===== config.mk =====
export PLATFORM = sky130hd
export DESIGN_NAME = p2osm_top
export DESIGN_NICKNAME = d
export VERILOG_FILES = /design/src/core/p2osm_pkg.sv /design/src/core/p2osm_sync.sv /design/src/core/p2osm_top.sv
export VERILOG_INCLUDE_DIRS = /design/src /design/src/core
export SDC_FILE = /design/constraint.sdc
export NUM_CORES = 1
export LEC_CHECK = 0
export ABC_CLOCK_PERIOD_IN_PS = 3000
export BUFFER_PORTS_ARGS = -buffer_cell sky130_fd_sc_hd__buf_4
export CAP_MARGIN = 30
export CORE_ASPECT_RATIO = 1.1
export CORE_MARGIN = 4
export CORE_UTILIZATION = 40
export DETAILED_ROUTE_END_ITERATION = 6
export PLACE_DENSITY_LB_ADDON = 0.08
export SETUP_SLACK_MARGIN = 0.5
export SYNTH_ARGS = -nofsm -noshare
export SYNTH_HDL_FRONTEND = slang
export SYNTH_SLANG_ARGS = --single-unit

===== constraint.sdc =====
create_clock -name clk -period 3 [get_ports clk]
set_input_delay 0.3 -clock clk [delete_from_list [all_inputs] [get_ports clk]]
set_output_delay 0.3 -clock clk [all_outputs]
set_load 0.02 [all_outputs]

===== src/core/p2osm_params.svh =====
// Offsets, field positions and reset values of the pin 2 output control register and of the synchroniser.
// Included by the package and by the design modules; definitions only.
`ifndef P2OSM_PARAMS_SVH
`define P2OSM_PARAMS_SVH

`define P2OSM_ADDR_W 8
`define P2OSM_CTRL_OFFSET 8'h12
`define P2OSM_CTRL_RESET 8'h00
`define P2OSM_EN_BIT 0
`define P2OSM_VAL_BIT 1
`define P2OSM_SRC_LSB 2
`define P2OSM_SRC_MSB 4
`define P2OSM_SEL_LSB 5
`define P2OSM_SEL_MSB 7
`define P2OSM_SYNC_RESET 1'h0

`endif


===== src/core/p2osm_pkg.sv =====
// Types shared by the pin 2 output source multiplexer.
// Assumes p2osm_params.svh is on the include path.
`include "p2osm_params.svh"

package p2osm_pkg;

	typedef enum logic [2:0] {
		P2OSM_SRC_RX0 = 3'h0,
		P2OSM_SRC_RX1 = 3'h1,
		P2OSM_SRC_RX2 = 3'h2,
		P2OSM_SRC_RX3 = 3'h3,
		P2OSM_SRC_STATUS = 3'h4,
		P2OSM_SRC_RSVD = 3'h5,
		P2OSM_SRC_TX0 = 3'h6,
		P2OSM_SRC_TX1 = 3'h7
	} p2osm_src_t;

	typedef struct packed {
		logic [2:0] signal_select;
		p2osm_src_t source_select;
		logic local_value;
		logic drive_enable;
	} p2osm_ctrl_t;

	typedef struct packed {
		p2osm_ctrl_t ctrl;
		logic [7:0] rdata;
		logic pin_out;
		logic pin_oe;
	} p2osm_state_t;

	typedef struct packed {
		logic [1:0] meta;
		logic [1:0] sync;
	} p2osm_sync_state_t;

endpackage : p2osm_pkg


===== src/core/p2osm_sync.sv =====
// Two flip-flop synchroniser for one level.
// Assumes the input may change at any time relative to clk.
`include "p2osm_params.svh"

module p2osm_sync
	import p2osm_pkg::*;
(
	input wire logic clk,
	input wire logic nrst,
	input wire logic d,
	output logic q
);

	logic stage1;
	logic stage2;

	// First stage is read only by the second stage
	always_ff @(posedge clk or negedge nrst) begin
		if (!nrst) begin
			stage1 <= `P2OSM_SYNC_RESET;
			stage2 <= `P2OSM_SYNC_RESET;
		end else begin
			stage1 <= d;
			stage2 <= stage1;
		end
	end

	assign q = stage2;

endmodule : p2osm_sync


===== src/core/p2osm_top.sv =====
// Pin 2 output source multiplexer: control register and routed pin driver.
// Assumes the routed receive, status and transmit signals come from other clock
// domains or pins, so each is synchronised before use.
`include "p2osm_params.svh"

module p2osm_top
	import p2osm_pkg::*;
#(
	parameter int NUM_RX = 4,
	parameter int NUM_TX = 2
) (
	input wire logic clk,
	input wire logic nrst,
	input wire logic [7:0] addr,
	input wire logic [7:0] wdata,
	input wire logic wr,
	input wire logic rd,
	output logic [7:0] rdata,
	input wire logic [NUM_RX-1:0] rx_gpio0,
	input wire logic [NUM_RX-1:0] rx_gpio1,
	input wire logic [NUM_RX-1:0] rx_gpio2,
	input wire logic [NUM_RX-1:0] rx_gpio3,
	input wire logic [NUM_RX-1:0] rx_lock,
	input wire logic [NUM_RX-1:0] rx_pass,
	input wire logic [NUM_RX-1:0] rx_frame_valid,
	input wire logic [NUM_RX-1:0] rx_line_valid,
	input wire logic [NUM_RX-1:0] rx_port_enable,
	input wire logic frame_sync_pulse,
	input wire logic [NUM_TX-1:0] tx_pass_and,
	input wire logic [NUM_TX-1:0] tx_pass_or,
	input wire logic [NUM_TX-1:0] tx_frame_valid,
	input wire logic [NUM_TX-1:0] tx_line_valid,
	input wire logic [NUM_TX-1:0] tx_synchronized,
	input wire logic [NUM_TX-1:0] tx_interrupt,
	output logic pin_out,
	output logic pin_oe
);

	localparam int RX_W = 9 * NUM_RX;
	localparam int TX_W = 6 * NUM_TX;
	localparam int IN_W = RX_W + 1 + TX_W;

	logic [IN_W-1:0] raw_in;
	logic [IN_W-1:0] syn_in;

	assign raw_in = {tx_interrupt, tx_synchronized, tx_line_valid, tx_frame_valid, tx_pass_or, tx_pass_and,
		frame_sync_pulse, rx_port_enable, rx_line_valid, rx_frame_valid, rx_pass, rx_lock,
		rx_gpio3, rx_gpio2, rx_gpio1, rx_gpio0};

	// Every routed signal is asynchronous to clk, so all pass two flip-flops
	genvar gi;
	generate
		for (gi = 0; gi < IN_W; gi++) begin : g_sync
			p2osm_sync u_sync (
				.clk(clk),
				.nrst(nrst),
				.d(raw_in[gi]),
				.q(syn_in[gi])
			);
		end
	endgenerate

	logic [NUM_RX-1:0] s_gpio0, s_gpio1, s_gpio2, s_gpio3;
	logic [NUM_RX-1:0] s_lock, s_pass, s_fv, s_lv, s_en;
	logic s_fsync;
	logic [NUM_TX-1:0] s_tand, s_tor, s_tfv, s_tlv, s_tsync, s_tint;

	assign s_gpio0 = syn_in[0*NUM_RX +: NUM_RX];
	assign s_gpio1 = syn_in[1*NUM_RX +: NUM_RX];
	assign s_gpio2 = syn_in[2*NUM_RX +: NUM_RX];
	assign s_gpio3 = syn_in[3*NUM_RX +: NUM_RX];
	assign s_lock = syn_in[4*NUM_RX +: NUM_RX];
	assign s_pass = syn_in[5*NUM_RX +: NUM_RX];
	assign s_fv = syn_in[6*NUM_RX +: NUM_RX];
	assign s_lv = syn_in[7*NUM_RX +: NUM_RX];
	assign s_en = syn_in[8*NUM_RX +: NUM_RX];
	assign s_fsync = syn_in[RX_W];
	assign s_tand = syn_in[RX_W + 1 + 0*NUM_TX +: NUM_TX];
	assign s_tor = syn_in[RX_W + 1 + 1*NUM_TX +: NUM_TX];
	assign s_tfv = syn_in[RX_W + 1 + 2*NUM_TX +: NUM_TX];
	assign s_tlv = syn_in[RX_W + 1 + 3*NUM_TX +: NUM_TX];
	assign s_tsync = syn_in[RX_W + 1 + 4*NUM_TX +: NUM_TX];
	assign s_tint = syn_in[RX_W + 1 + 5*NUM_TX +: NUM_TX];

	// Signal for one receive port and one signal code
	function automatic logic rx_pick(input logic [2:0] sel, input int p,
		input logic [NUM_RX-1:0] g0, input logic [NUM_RX-1:0] g1,
		input logic [NUM_RX-1:0] g2, input logic [NUM_RX-1:0] g3,
		input logic [NUM_RX-1:0] lk, input logic [NUM_RX-1:0] ps,
		input logic [NUM_RX-1:0] fv, input logic [NUM_RX-1:0] lv);
		logic r;
		r = 1'h0;
		unique case (sel)
			3'h0: r = g0[p];
			3'h1: r = g1[p];
			3'h2: r = g2[p];
			3'h3: r = g3[p];
			3'h4: r = lk[p];
			3'h5: r = ps[p];
			3'h6: r = fv[p];
			3'h7: r = lv[p];
		endcase
		return r;
	endfunction : rx_pick

	// Signal for one transmit port and one signal code
	function automatic logic tx_pick(input logic [2:0] sel, input int p,
		input logic [NUM_TX-1:0] ta, input logic [NUM_TX-1:0] to,
		input logic [NUM_TX-1:0] tf, input logic [NUM_TX-1:0] tl,
		input logic [NUM_TX-1:0] ts, input logic [NUM_TX-1:0] ti);
		logic r;
		r = 1'h0;
		unique case (sel)
			3'h0: r = ta[p];
			3'h1: r = to[p];
			3'h2: r = tf[p];
			3'h3: r = tl[p];
			3'h4: r = ts[p];
			3'h5: r = ti[p];
			3'h6: r = 1'h0;
			3'h7: r = 1'h0;
		endcase
		return r;
	endfunction : tx_pick

	p2osm_state_t cur;
	p2osm_state_t next_cur;
	logic route_bit;
	logic lock_or;
	logic lock_and;
	logic pass_and;

	// Disabled ports do not take part; with none enabled the AND terms read 0
	assign lock_or = |(s_lock & s_en);
	assign lock_and = (|s_en) & (&(s_lock | ~s_en));
	assign pass_and = (|s_en) & (&(s_pass | ~s_en));

	always_comb begin
		route_bit = 1'h0;
		unique case (cur.ctrl.source_select)
			P2OSM_SRC_RX0, P2OSM_SRC_RX1, P2OSM_SRC_RX2, P2OSM_SRC_RX3: begin
				route_bit = rx_pick(cur.ctrl.signal_select, int'(cur.ctrl.source_select[1:0]),
					s_gpio0, s_gpio1, s_gpio2, s_gpio3, s_lock, s_pass, s_fv, s_lv);
			end
			P2OSM_SRC_STATUS: begin
				unique case (cur.ctrl.signal_select)
					3'h0: route_bit = cur.ctrl.local_value;
					3'h1: route_bit = lock_or;
					3'h2: route_bit = lock_and;
					3'h3: route_bit = pass_and;
					3'h4: route_bit = s_fsync;
					default: route_bit = 1'h0;
				endcase
			end
			// Reserved source drives a quiet low rather than anything stale
			P2OSM_SRC_RSVD: route_bit = 1'h0;
			P2OSM_SRC_TX0: route_bit = tx_pick(cur.ctrl.signal_select, 0,
				s_tand, s_tor, s_tfv, s_tlv, s_tsync, s_tint);
			P2OSM_SRC_TX1: route_bit = tx_pick(cur.ctrl.signal_select, NUM_TX - 1,
				s_tand, s_tor, s_tfv, s_tlv, s_tsync, s_tint);
		endcase
	end

	always_comb begin
		next_cur = cur;
		if (wr && addr == `P2OSM_CTRL_OFFSET) begin
			next_cur.ctrl = p2osm_ctrl_t'(wdata);
		end
		// Unmapped reads return zero; rdata holds only the cycle after rd
		next_cur.rdata = 8'h00;
		if (rd && addr == `P2OSM_CTRL_OFFSET) begin
			next_cur.rdata = cur.ctrl;
		end
		// One flop stage after selection keeps the pin glitch free
		next_cur.pin_out = route_bit;
		next_cur.pin_oe = cur.ctrl.drive_enable;
	end

	always_ff @(posedge clk or negedge nrst) begin
		if (!nrst) begin
			cur.ctrl <= p2osm_ctrl_t'(`P2OSM_CTRL_RESET);
			cur.rdata <= 8'h00;
			cur.pin_out <= 1'h0;
			cur.pin_oe <= 1'h0;
		end else begin
			cur <= next_cur;
		end
	end

	assign rdata = cur.rdata;
	assign pin_out = cur.pin_out;
	assign pin_oe = cur.pin_oe;

endmodule : p2osm_top


==> results by group, run 1 <==
Finish
  • Layout area overhead: 44.42%
  • Commonest non-fill, non-tap cell in the layout: dfrtp_1
  • Most frequent cells in the layout: dfrtp_1 (116), buf_4 (78), dlygate4sd3_1 (50), clkbuf_16 (16), mux2_2 (9)
  • Share of post-route cells with drive strength above 1: 0.3389
  • Number of fill cells: 691
  • Reg area: 2903 um^2
  • Area of the multi-input gates: 725.7 um^2
  • # diodes: 0
  • Cell area after layout: 5426 um^2
  • Final design utilization: 0.6024
  • Final #Nets: 416

Synth
  • Yosys warnings: 0
  • Syn_area_per_cell: 17.31 um^2
  • Syn_nets: 286
  • Synthesized instance count: 217
  • Synth unique cells: 40
  • Synthesized area: 3757 um^2
  • Synth Register Bits: 116
  • Sequential fraction of the synthesis area: 0.7726

Timing
  • Clock skew: 0.005869 ns
  • Final cycle utilization of the critical path: 0.7042
  • Least-Margin Pin Slew: 0.7406 ns
  • RSZ-0062 raised after global routing: no
  • Count of pins over their slew limit: 0
  • Fmax: 0.4733 GHz
  • Final setup violation count: 0
  • Tmin final: 2.113 ns
  • Final-report hold violation count: 0
  • Setup TNS: 0 ns
  • Max-slew headroom: 0.5062

Placed design
  • Port Buffers: 78
  • Placed Area: 4388 um^2
  • DPL Wire Length: 4317 um
  • Final Wtd Congestion: 0.7507

Global route
  • Total GRT Usage: 0.1380
  • GRT overflow: 0
  • Initial antenna violation count: 0
  • Vias in the first global route: 2,339
  • Global-route wire length before repair: 11,380 um
  • Pin count of the biggest net entering global routing: 60

Die
  • Initial Util: 0.4171
  • Die Wd: 100.4 um
  • Std cell rows: 36
  • Full die area: 11,010 um^2
  • Core ar.: 9009 um^2
  • # IOs: 79
  • Die Span Y: 109.7 um

Clocking
  • Htree depth: 4
  • CTS tree: yes
  • Post-CTS Hold Fix Bufs: 50
  • Clk slew on worst S/H paths: 0.06 ns
  • Worst-case clock buffer depth: 2
  • CTS Buf Count: 17
  • Worst-Skew Late Latency: 0.49 ns
  • CTS sink cnt: 116
  • Postcts setup bufs: 0
  • Clk root buf: clkbuf_8
  • Post-CTS sizing: 0

Detailed routing
  • Vias per Instance: 4.551
  • Drt initial violations: 68
  • Drt wl/cell: 14.28 um
  • Total wire length: 6770 um
  • Antenna Nets Post-Route: 0
  • Residual DRC: 0
  • Vias: 2,157
  • Drt first pass iters: 4

Pwr
  • Pwr Total: 3.657 mW
  • Worst vdd ir: 331.1 uV
  • Leak Pwr: 2.511 nW
  • Power density over cell area: 674.0 nW/um^2

Critical path
  • Worst setup path category: register to register
  • Worst endpoint required time: 3.36 ns
  • Crit. End Element: register
  • Critical path arrival: 2.47 ns
  • Worst Setup Start Kind: register
  • CP Max Fanout: 15

Worst hold path
  • Worst hold path type: input port to register

Run
  • Max Cap Viol: 0

Outcome
  • Status: finished clean
-- metrics by stage --
stage          hold WS (ns)  setup WS (ns)  std cells
2_1_floorplan      0.004409          1.323        217
3_3_place_gp         0.3332         0.9792        392
3_5_place_dp         0.3347         0.8919        392
4_1_cts             0.01154         0.8836        474
5_1_grt             0.02117         0.8173        474
6_report            0.04215         0.8874        474
-- critical path, cell delays in order, from the launching register on --
cell and delay, ns:
dfrtp_1 0.75, mux4_1 0.64, nor2b_1 0.13, o31ai_1 0.10
o31ai_2 0.22, o211ai_1 0.12
-- power by group --
part	leakage [nW]	total [mW]	internal (mW)	switching (mW)
Clock	0.252	1.75	1.08	0.672
Combinational	0.869	0.224	0.145	0.0787
Sequential	1.39	1.68	1.64	0.0434
Total	2.51	3.66	2.86	0.794
-- layer usage --
| layer | global-route usage | share of wire | vias to the layer above |
|---|---|---|---|
| met3 | 0.04378 | 0.056 | 9 |
| met5 | 0 | 0 | - |
| met4 | 0.06641 | 0.014 | 0 |
| met1 | 0.1770 | 0.44 | 1059 |
| li1 | - | - | 1021 |
| met2 | 0.2140 | 0.49 | 68 |
-- final cells by class --
| type | count | area share |
|---|---|---|
| well taps | 114 | 0.02629 |
| multi-input cells | 80 | 0.1337 |
| clock inverters | 11 | 0.01453 |
| inverters | 3 | 0.002075 |
| flip-flops and latches | 116 | 0.5349 |
| repair buffers | 129 | 0.2038 |
| clock buffers | 21 | 0.08462 |
-- path summary, 6_finish.rpt --
check | start | endpoint | slack [ns] | cells after the start
min in group asynchronous | nrst | g_sync[9].u_sync.stage1 | 0.42 | 2
max reg2reg | cur[12] | pin_out | 0.89 | 5
max in group asynchronous | nrst | g_sync[12].u_sync.stage1 | 1.85 | 3
max | cur[12] | pin_out | 0.89 | 5
min | wdata[3] | cur[13] | 0.04 | 2
min reg2reg | g_sync[45].u_sync.stage1 | g_sync[45].u_sync.q | 0.34 | 0
-- sequential cells by signal (all words and copies together), names as in the netlist --
signal                cells
g_sync.u_sync.stage1     49
rdata                     8
pin_oe                    1
pin_out                   1
cur                       8
g_sync.u_sync.q          49
-- logic make-up (layout without fill, tap and decap cells) --
group,Yosys count,count (layout),synth area share
AOI/OAI and AO/OA,21,21,0.04296
buffers and inverters,21,164,0.03430
and+or+nand+nor,37,37,0.05894
muxes,22,22,0.09124
DFF,116,116,0.7726
-- cell usage after synthesis, drive strengths merged --
master   count  area (um^2)
nor4         3        18.77
nand2b       6        37.54
mux2i        5        50.05
mux2        10        112.6
a211o        2        17.52
buf         11        91.33
a21oi        3        15.01
a211oi       1        7.510
mux4         7        180.2
a2111oi      1        10.01
a311o        1        10.01
and3         8        50.05
or3          1        6.260
o21ai        2        10.00
o2111ai      2        17.52
a31oi        1        6.260
nand3b       1        7.510
a22oi        2        15.01
nand2        2        10.01
nor2b        2        12.51
clkbuf       7        26.28
dfrtp      116         2903
o41ai        1        8.760
inv          3        11.26
nand3        3        15.01
o311ai       1        8.760
nor3b        3        22.52
nor2         6        22.52
o31ai        2        20.02
nor4b        1        8.760
and4b        1        10.01
o211ai       2        15.01
No activity file was read; power rests on OpenSTA's default activity.
==> run 2: changes to the inputs <==
- ABC_CLOCK_PERIOD_IN_PS: 3000 -> 2200
- clock period: 3 -> 2.2 ns (I/O delays scaled with it)
==> run 2 against run 1 <==
  * Clock power is 49% higher
  * Via count is 4.7% higher
  * Critical endpoint unchanged
  * Largest cell class unchanged
  * Setup slack worse by 0.40 ns
==> results by group, run 2 (synthesized netlist as in run 1, its figures left out) <==
Outcome
  • Status: finished clean (unchanged)

Critical path
  • Worst path bufs/invs: 1 (was 0)
  • Worst endpoint required time: 2.57 ns (was 3.36 ns)
  • Reg2Reg Depth: 6 (was 5)
  • CP dominant cell by count: o31ai_2
  • Worst setup path category: register to register (unchanged)
  • Worst stage delay on the critical path: 0.51 ns (was 0.75 ns)
  • Critical path arrival: 2.08 ns (was 2.47 ns)
  • CP Max Fanout: 7 (was 15)
  • Crit path max-delay family: compound AO/OA/AOI/OAI gates (was flip-flops)
  • Crit. End Element: register (unchanged)
  • Worst path depth: 6 (was 5)
  • Crit path cell chain: buf_8 -> mux4_2 -> o21ai_2 -> o31ai_2 -> o31ai_2 -> o211ai_1 (was mux4_1 -> nor2b_1 -> o31ai_1 -> o31ai_2 -> o211ai_1)
  • Slowest CP cell: mux4_2 (was dfrtp_1)
  • Worst Setup Start Kind: register (unchanged)

Detailed routing
  • Antenna Nets Post-Route: 0 (unchanged)
  • Drt first pass iters: 4 (unchanged)
  • Residual DRC: 0 (unchanged)
  • Drt initial violations: 63 (was 68)
  • Drt wl/cell: 14.82 um (was 14.28 um)
  • Vias: 2,258 (was 2,157)
  • Vias per Instance: 4.580 (was 4.551)
  • Total wire length: 7304 um (was 6770 um)

Timing
  • Setup TNS: 0 ns (unchanged)
  • Tmin final: 1.714 ns (was 2.113 ns)
  • Clock skew: 0.006877 ns (was 0.005869 ns)
  • Fmax: 0.5834 GHz (was 0.4733 GHz)
  • Max-slew headroom: 0.6522 (was 0.5062)
  • Count of pins over their slew limit: 0 (unchanged)
  • RSZ-0062 raised after global routing: yes (was no)
  • Final setup violation count: 0 (unchanged)
  • Least-Margin Pin Slew: 0.5217 ns (was 0.7406 ns)
  • Final cycle utilization of the critical path: 0.7792 (was 0.7042)
  • Final-report hold violation count: 0 (unchanged)

Pwr
  • Power density over cell area: 923.6 nW/um^2 (was 674.0 nW/um^2)
  • Reg power frac: 0.437 (was 0.461)
  • Logic pwr share: 0.069 (was 0.061)
  • Pwr Total: 5.253 mW (was 3.657 mW)
  • Leak Pwr: 2.622 nW (was 2.511 nW)
  • Worst vdd ir: 488.2 uV (was 331.1 uV)
  • Int Power: 4.117 mW (was 2.864 mW)
  • Sw Share: 0.2162 (was 0.2170)
  • Clk pwr share: 0.495 (was 0.478)
  • Switch Pwr: 1.136 mW (was 793.7 uW)

Global route
  • Total GRT Usage: 0.1478 (was 0.1380)
  • Global-route wire length before repair: 12,180 um (was 11,380 um)
  • Initial antenna violation count: 0 (unchanged)
  • GRT overflow: 0 (unchanged)
  • Pin count of the biggest net entering global routing: 48 (was 60)
  • Vias in the first global route: 2,428 (was 2,339)

Die
  • Full die area: 11,010 um^2 (unchanged)
  • Initial Util: 0.4171 (unchanged)
  • Std cell rows: 36 (unchanged)
  • # IOs: 79 (unchanged)
  • Die Wd: 100.4 um (unchanged)
  • Die Span Y: 109.7 um (unchanged)
  • Core ar.: 9009 um^2 (unchanged)

Clocking
  • Clk root buf: clkbuf_8 (unchanged)
  • CTS tree: yes (unchanged)
  • CTS sink cnt: 116 (unchanged)
  • CTS Buf Count: 17 (unchanged)
  • Worst-Skew Late Latency: 0.50 ns (was 0.49 ns)
  • Clk slew on worst S/H paths: 0.06 ns (about the same)
  • Htree depth: 4 (unchanged)
  • Worst-case clock buffer depth: 2 (unchanged)

Placed design
  • Port Buffers: 78 (unchanged)
  • Final Wtd Congestion: 0.7487 (was 0.7507)
  • DPL Wire Length: 4484 um (was 4317 um)

Run
  • Max Cap Viol: 0 (unchanged)

Finish
  • Final #Nets: 435 (was 416)
  • Commonest non-fill, non-tap cell in the layout: dfrtp_1 (unchanged)
  • # diodes: 0 (unchanged)
  • Share of post-route cells with drive strength above 1: 0.3958 (was 0.3389)
  • Most frequent cells in the layout: dfrtp_1 (112), buf_4 (85), dlygate4sd3_1 (59), clkbuf_16 (16), mux2_2 (9) (was dfrtp_1 (116), buf_4 (78), dlygate4sd3_1 (50), clkbuf_16 (16), mux2_2 (9))
  • Layout area overhead: 51.38% (was 44.42%)

Worst hold path
  • Worst hold path type: input port to register (unchanged)
  • Hold path cells: 3 (was 2)
run 2: cell types whose count changed in the layout (fill, tap and decap cells not counted), moves of 3 or more:
cell           before  now
buf_4              78   85
clkinvlp_4          5    2
dfrtp_1           116  112
dfrtp_2             0    4
dlygate4sd3_1      50   59
mux4_1              6    0
mux4_2              1    7
run 2: layout make-up:
class | count | area (um^2)
well taps | 114 | 142.6
repair buffers | 148 | 1303
multi-input cells | 80 | 744.5
clock buffers | 18 | 427.9
fillers | 658 | 3321
clock inverters | 14 | 151.4
flip-flops and latches | 116 | 2908
inverters | 3 | 11.26
run 2: final timing paths:
path / slack [ns] / startpoint / to
max: 0.49 / cur[12] / pin_out
min: 0.21 / wr / cur[10]
max reg2reg: 0.49 / cur[12] / pin_out
min reg2reg: 0.35 / g_sync[42].u_sync.stage1 / g_sync[42].u_sync.q
max in group asynchronous: 1.19 / nrst / g_sync[27].u_sync.q
min in group asynchronous: 0.25 / nrst / g_sync[8].u_sync.stage1
run 2: worst reg2reg max path: cells and delay by family, from the launching register on:
family                 cells  cell delay, ns
AOI/OAI and AO/OA          4            0.55
buffers and inverters      1            0.14
DFF                        1            0.38
muxes                      1            0.51
run 2: power groups by stage:
stage          clock (mW)  sequential, mW  combinational [mW]
6_report             2.60            2.29               0.360
4_1_cts              2.65            2.30               0.356
5_1_grt              2.76            2.31               0.396
3_3_place_gp            0            2.33               0.252
2_1_floorplan           0            2.30              0.0975
3_5_place_dp            0            2.33               0.256
run 2: metal layers:
metal  part of all wire  wire length (um)  track usage  vias to the layer above
met3              0.066               485      0.05266                       13
met4              0.017               123      0.06064                        0
met2               0.50              3674       0.2306                       82
met1               0.41              3020       0.1891                     1110
li1                   -                 -            -                     1053
met5                  0                 0            0                        -
run 2: through the flow:
| step | setup slack [ns] | utilization | hold WS [ns] | instance area [um^2] | std cells |
|---|---|---|---|---|---|
| 3_5_place_dp | 0.4012 | 0.4913 | 0.2310 | 4425 | 397 |
| 6_report | 0.4858 | 0.6314 | 0.2075 | 5688 | 493 |
| 3_3_place_gp | 0.4401 | 0.4913 | 0.2275 | 4425 | 397 |
| 4_1_cts | 0.4891 | 0.6275 | 0.2031 | 5653 | 493 |
| 5_1_grt | 0.3948 | 0.6314 | 0.2129 | 5688 | 493 |
| 2_1_floorplan | 0.5232 | - | -0.07559 | 3757 | 217 |
run 2: what timing repair did:
| action | in CTS | in global routing |
|---|---|---|
| gates cloned | 1 | 0 |
| hold buffers | 59 | 0 |
| buffers inserted | 4 | 0 |
| pin swaps | 3 | 3 |
| endpoints found under the hold margin | 104 | 0 |
| setup endpoints to repair | 1 | 1 |
| gates resized for setup | 15 | 7 |
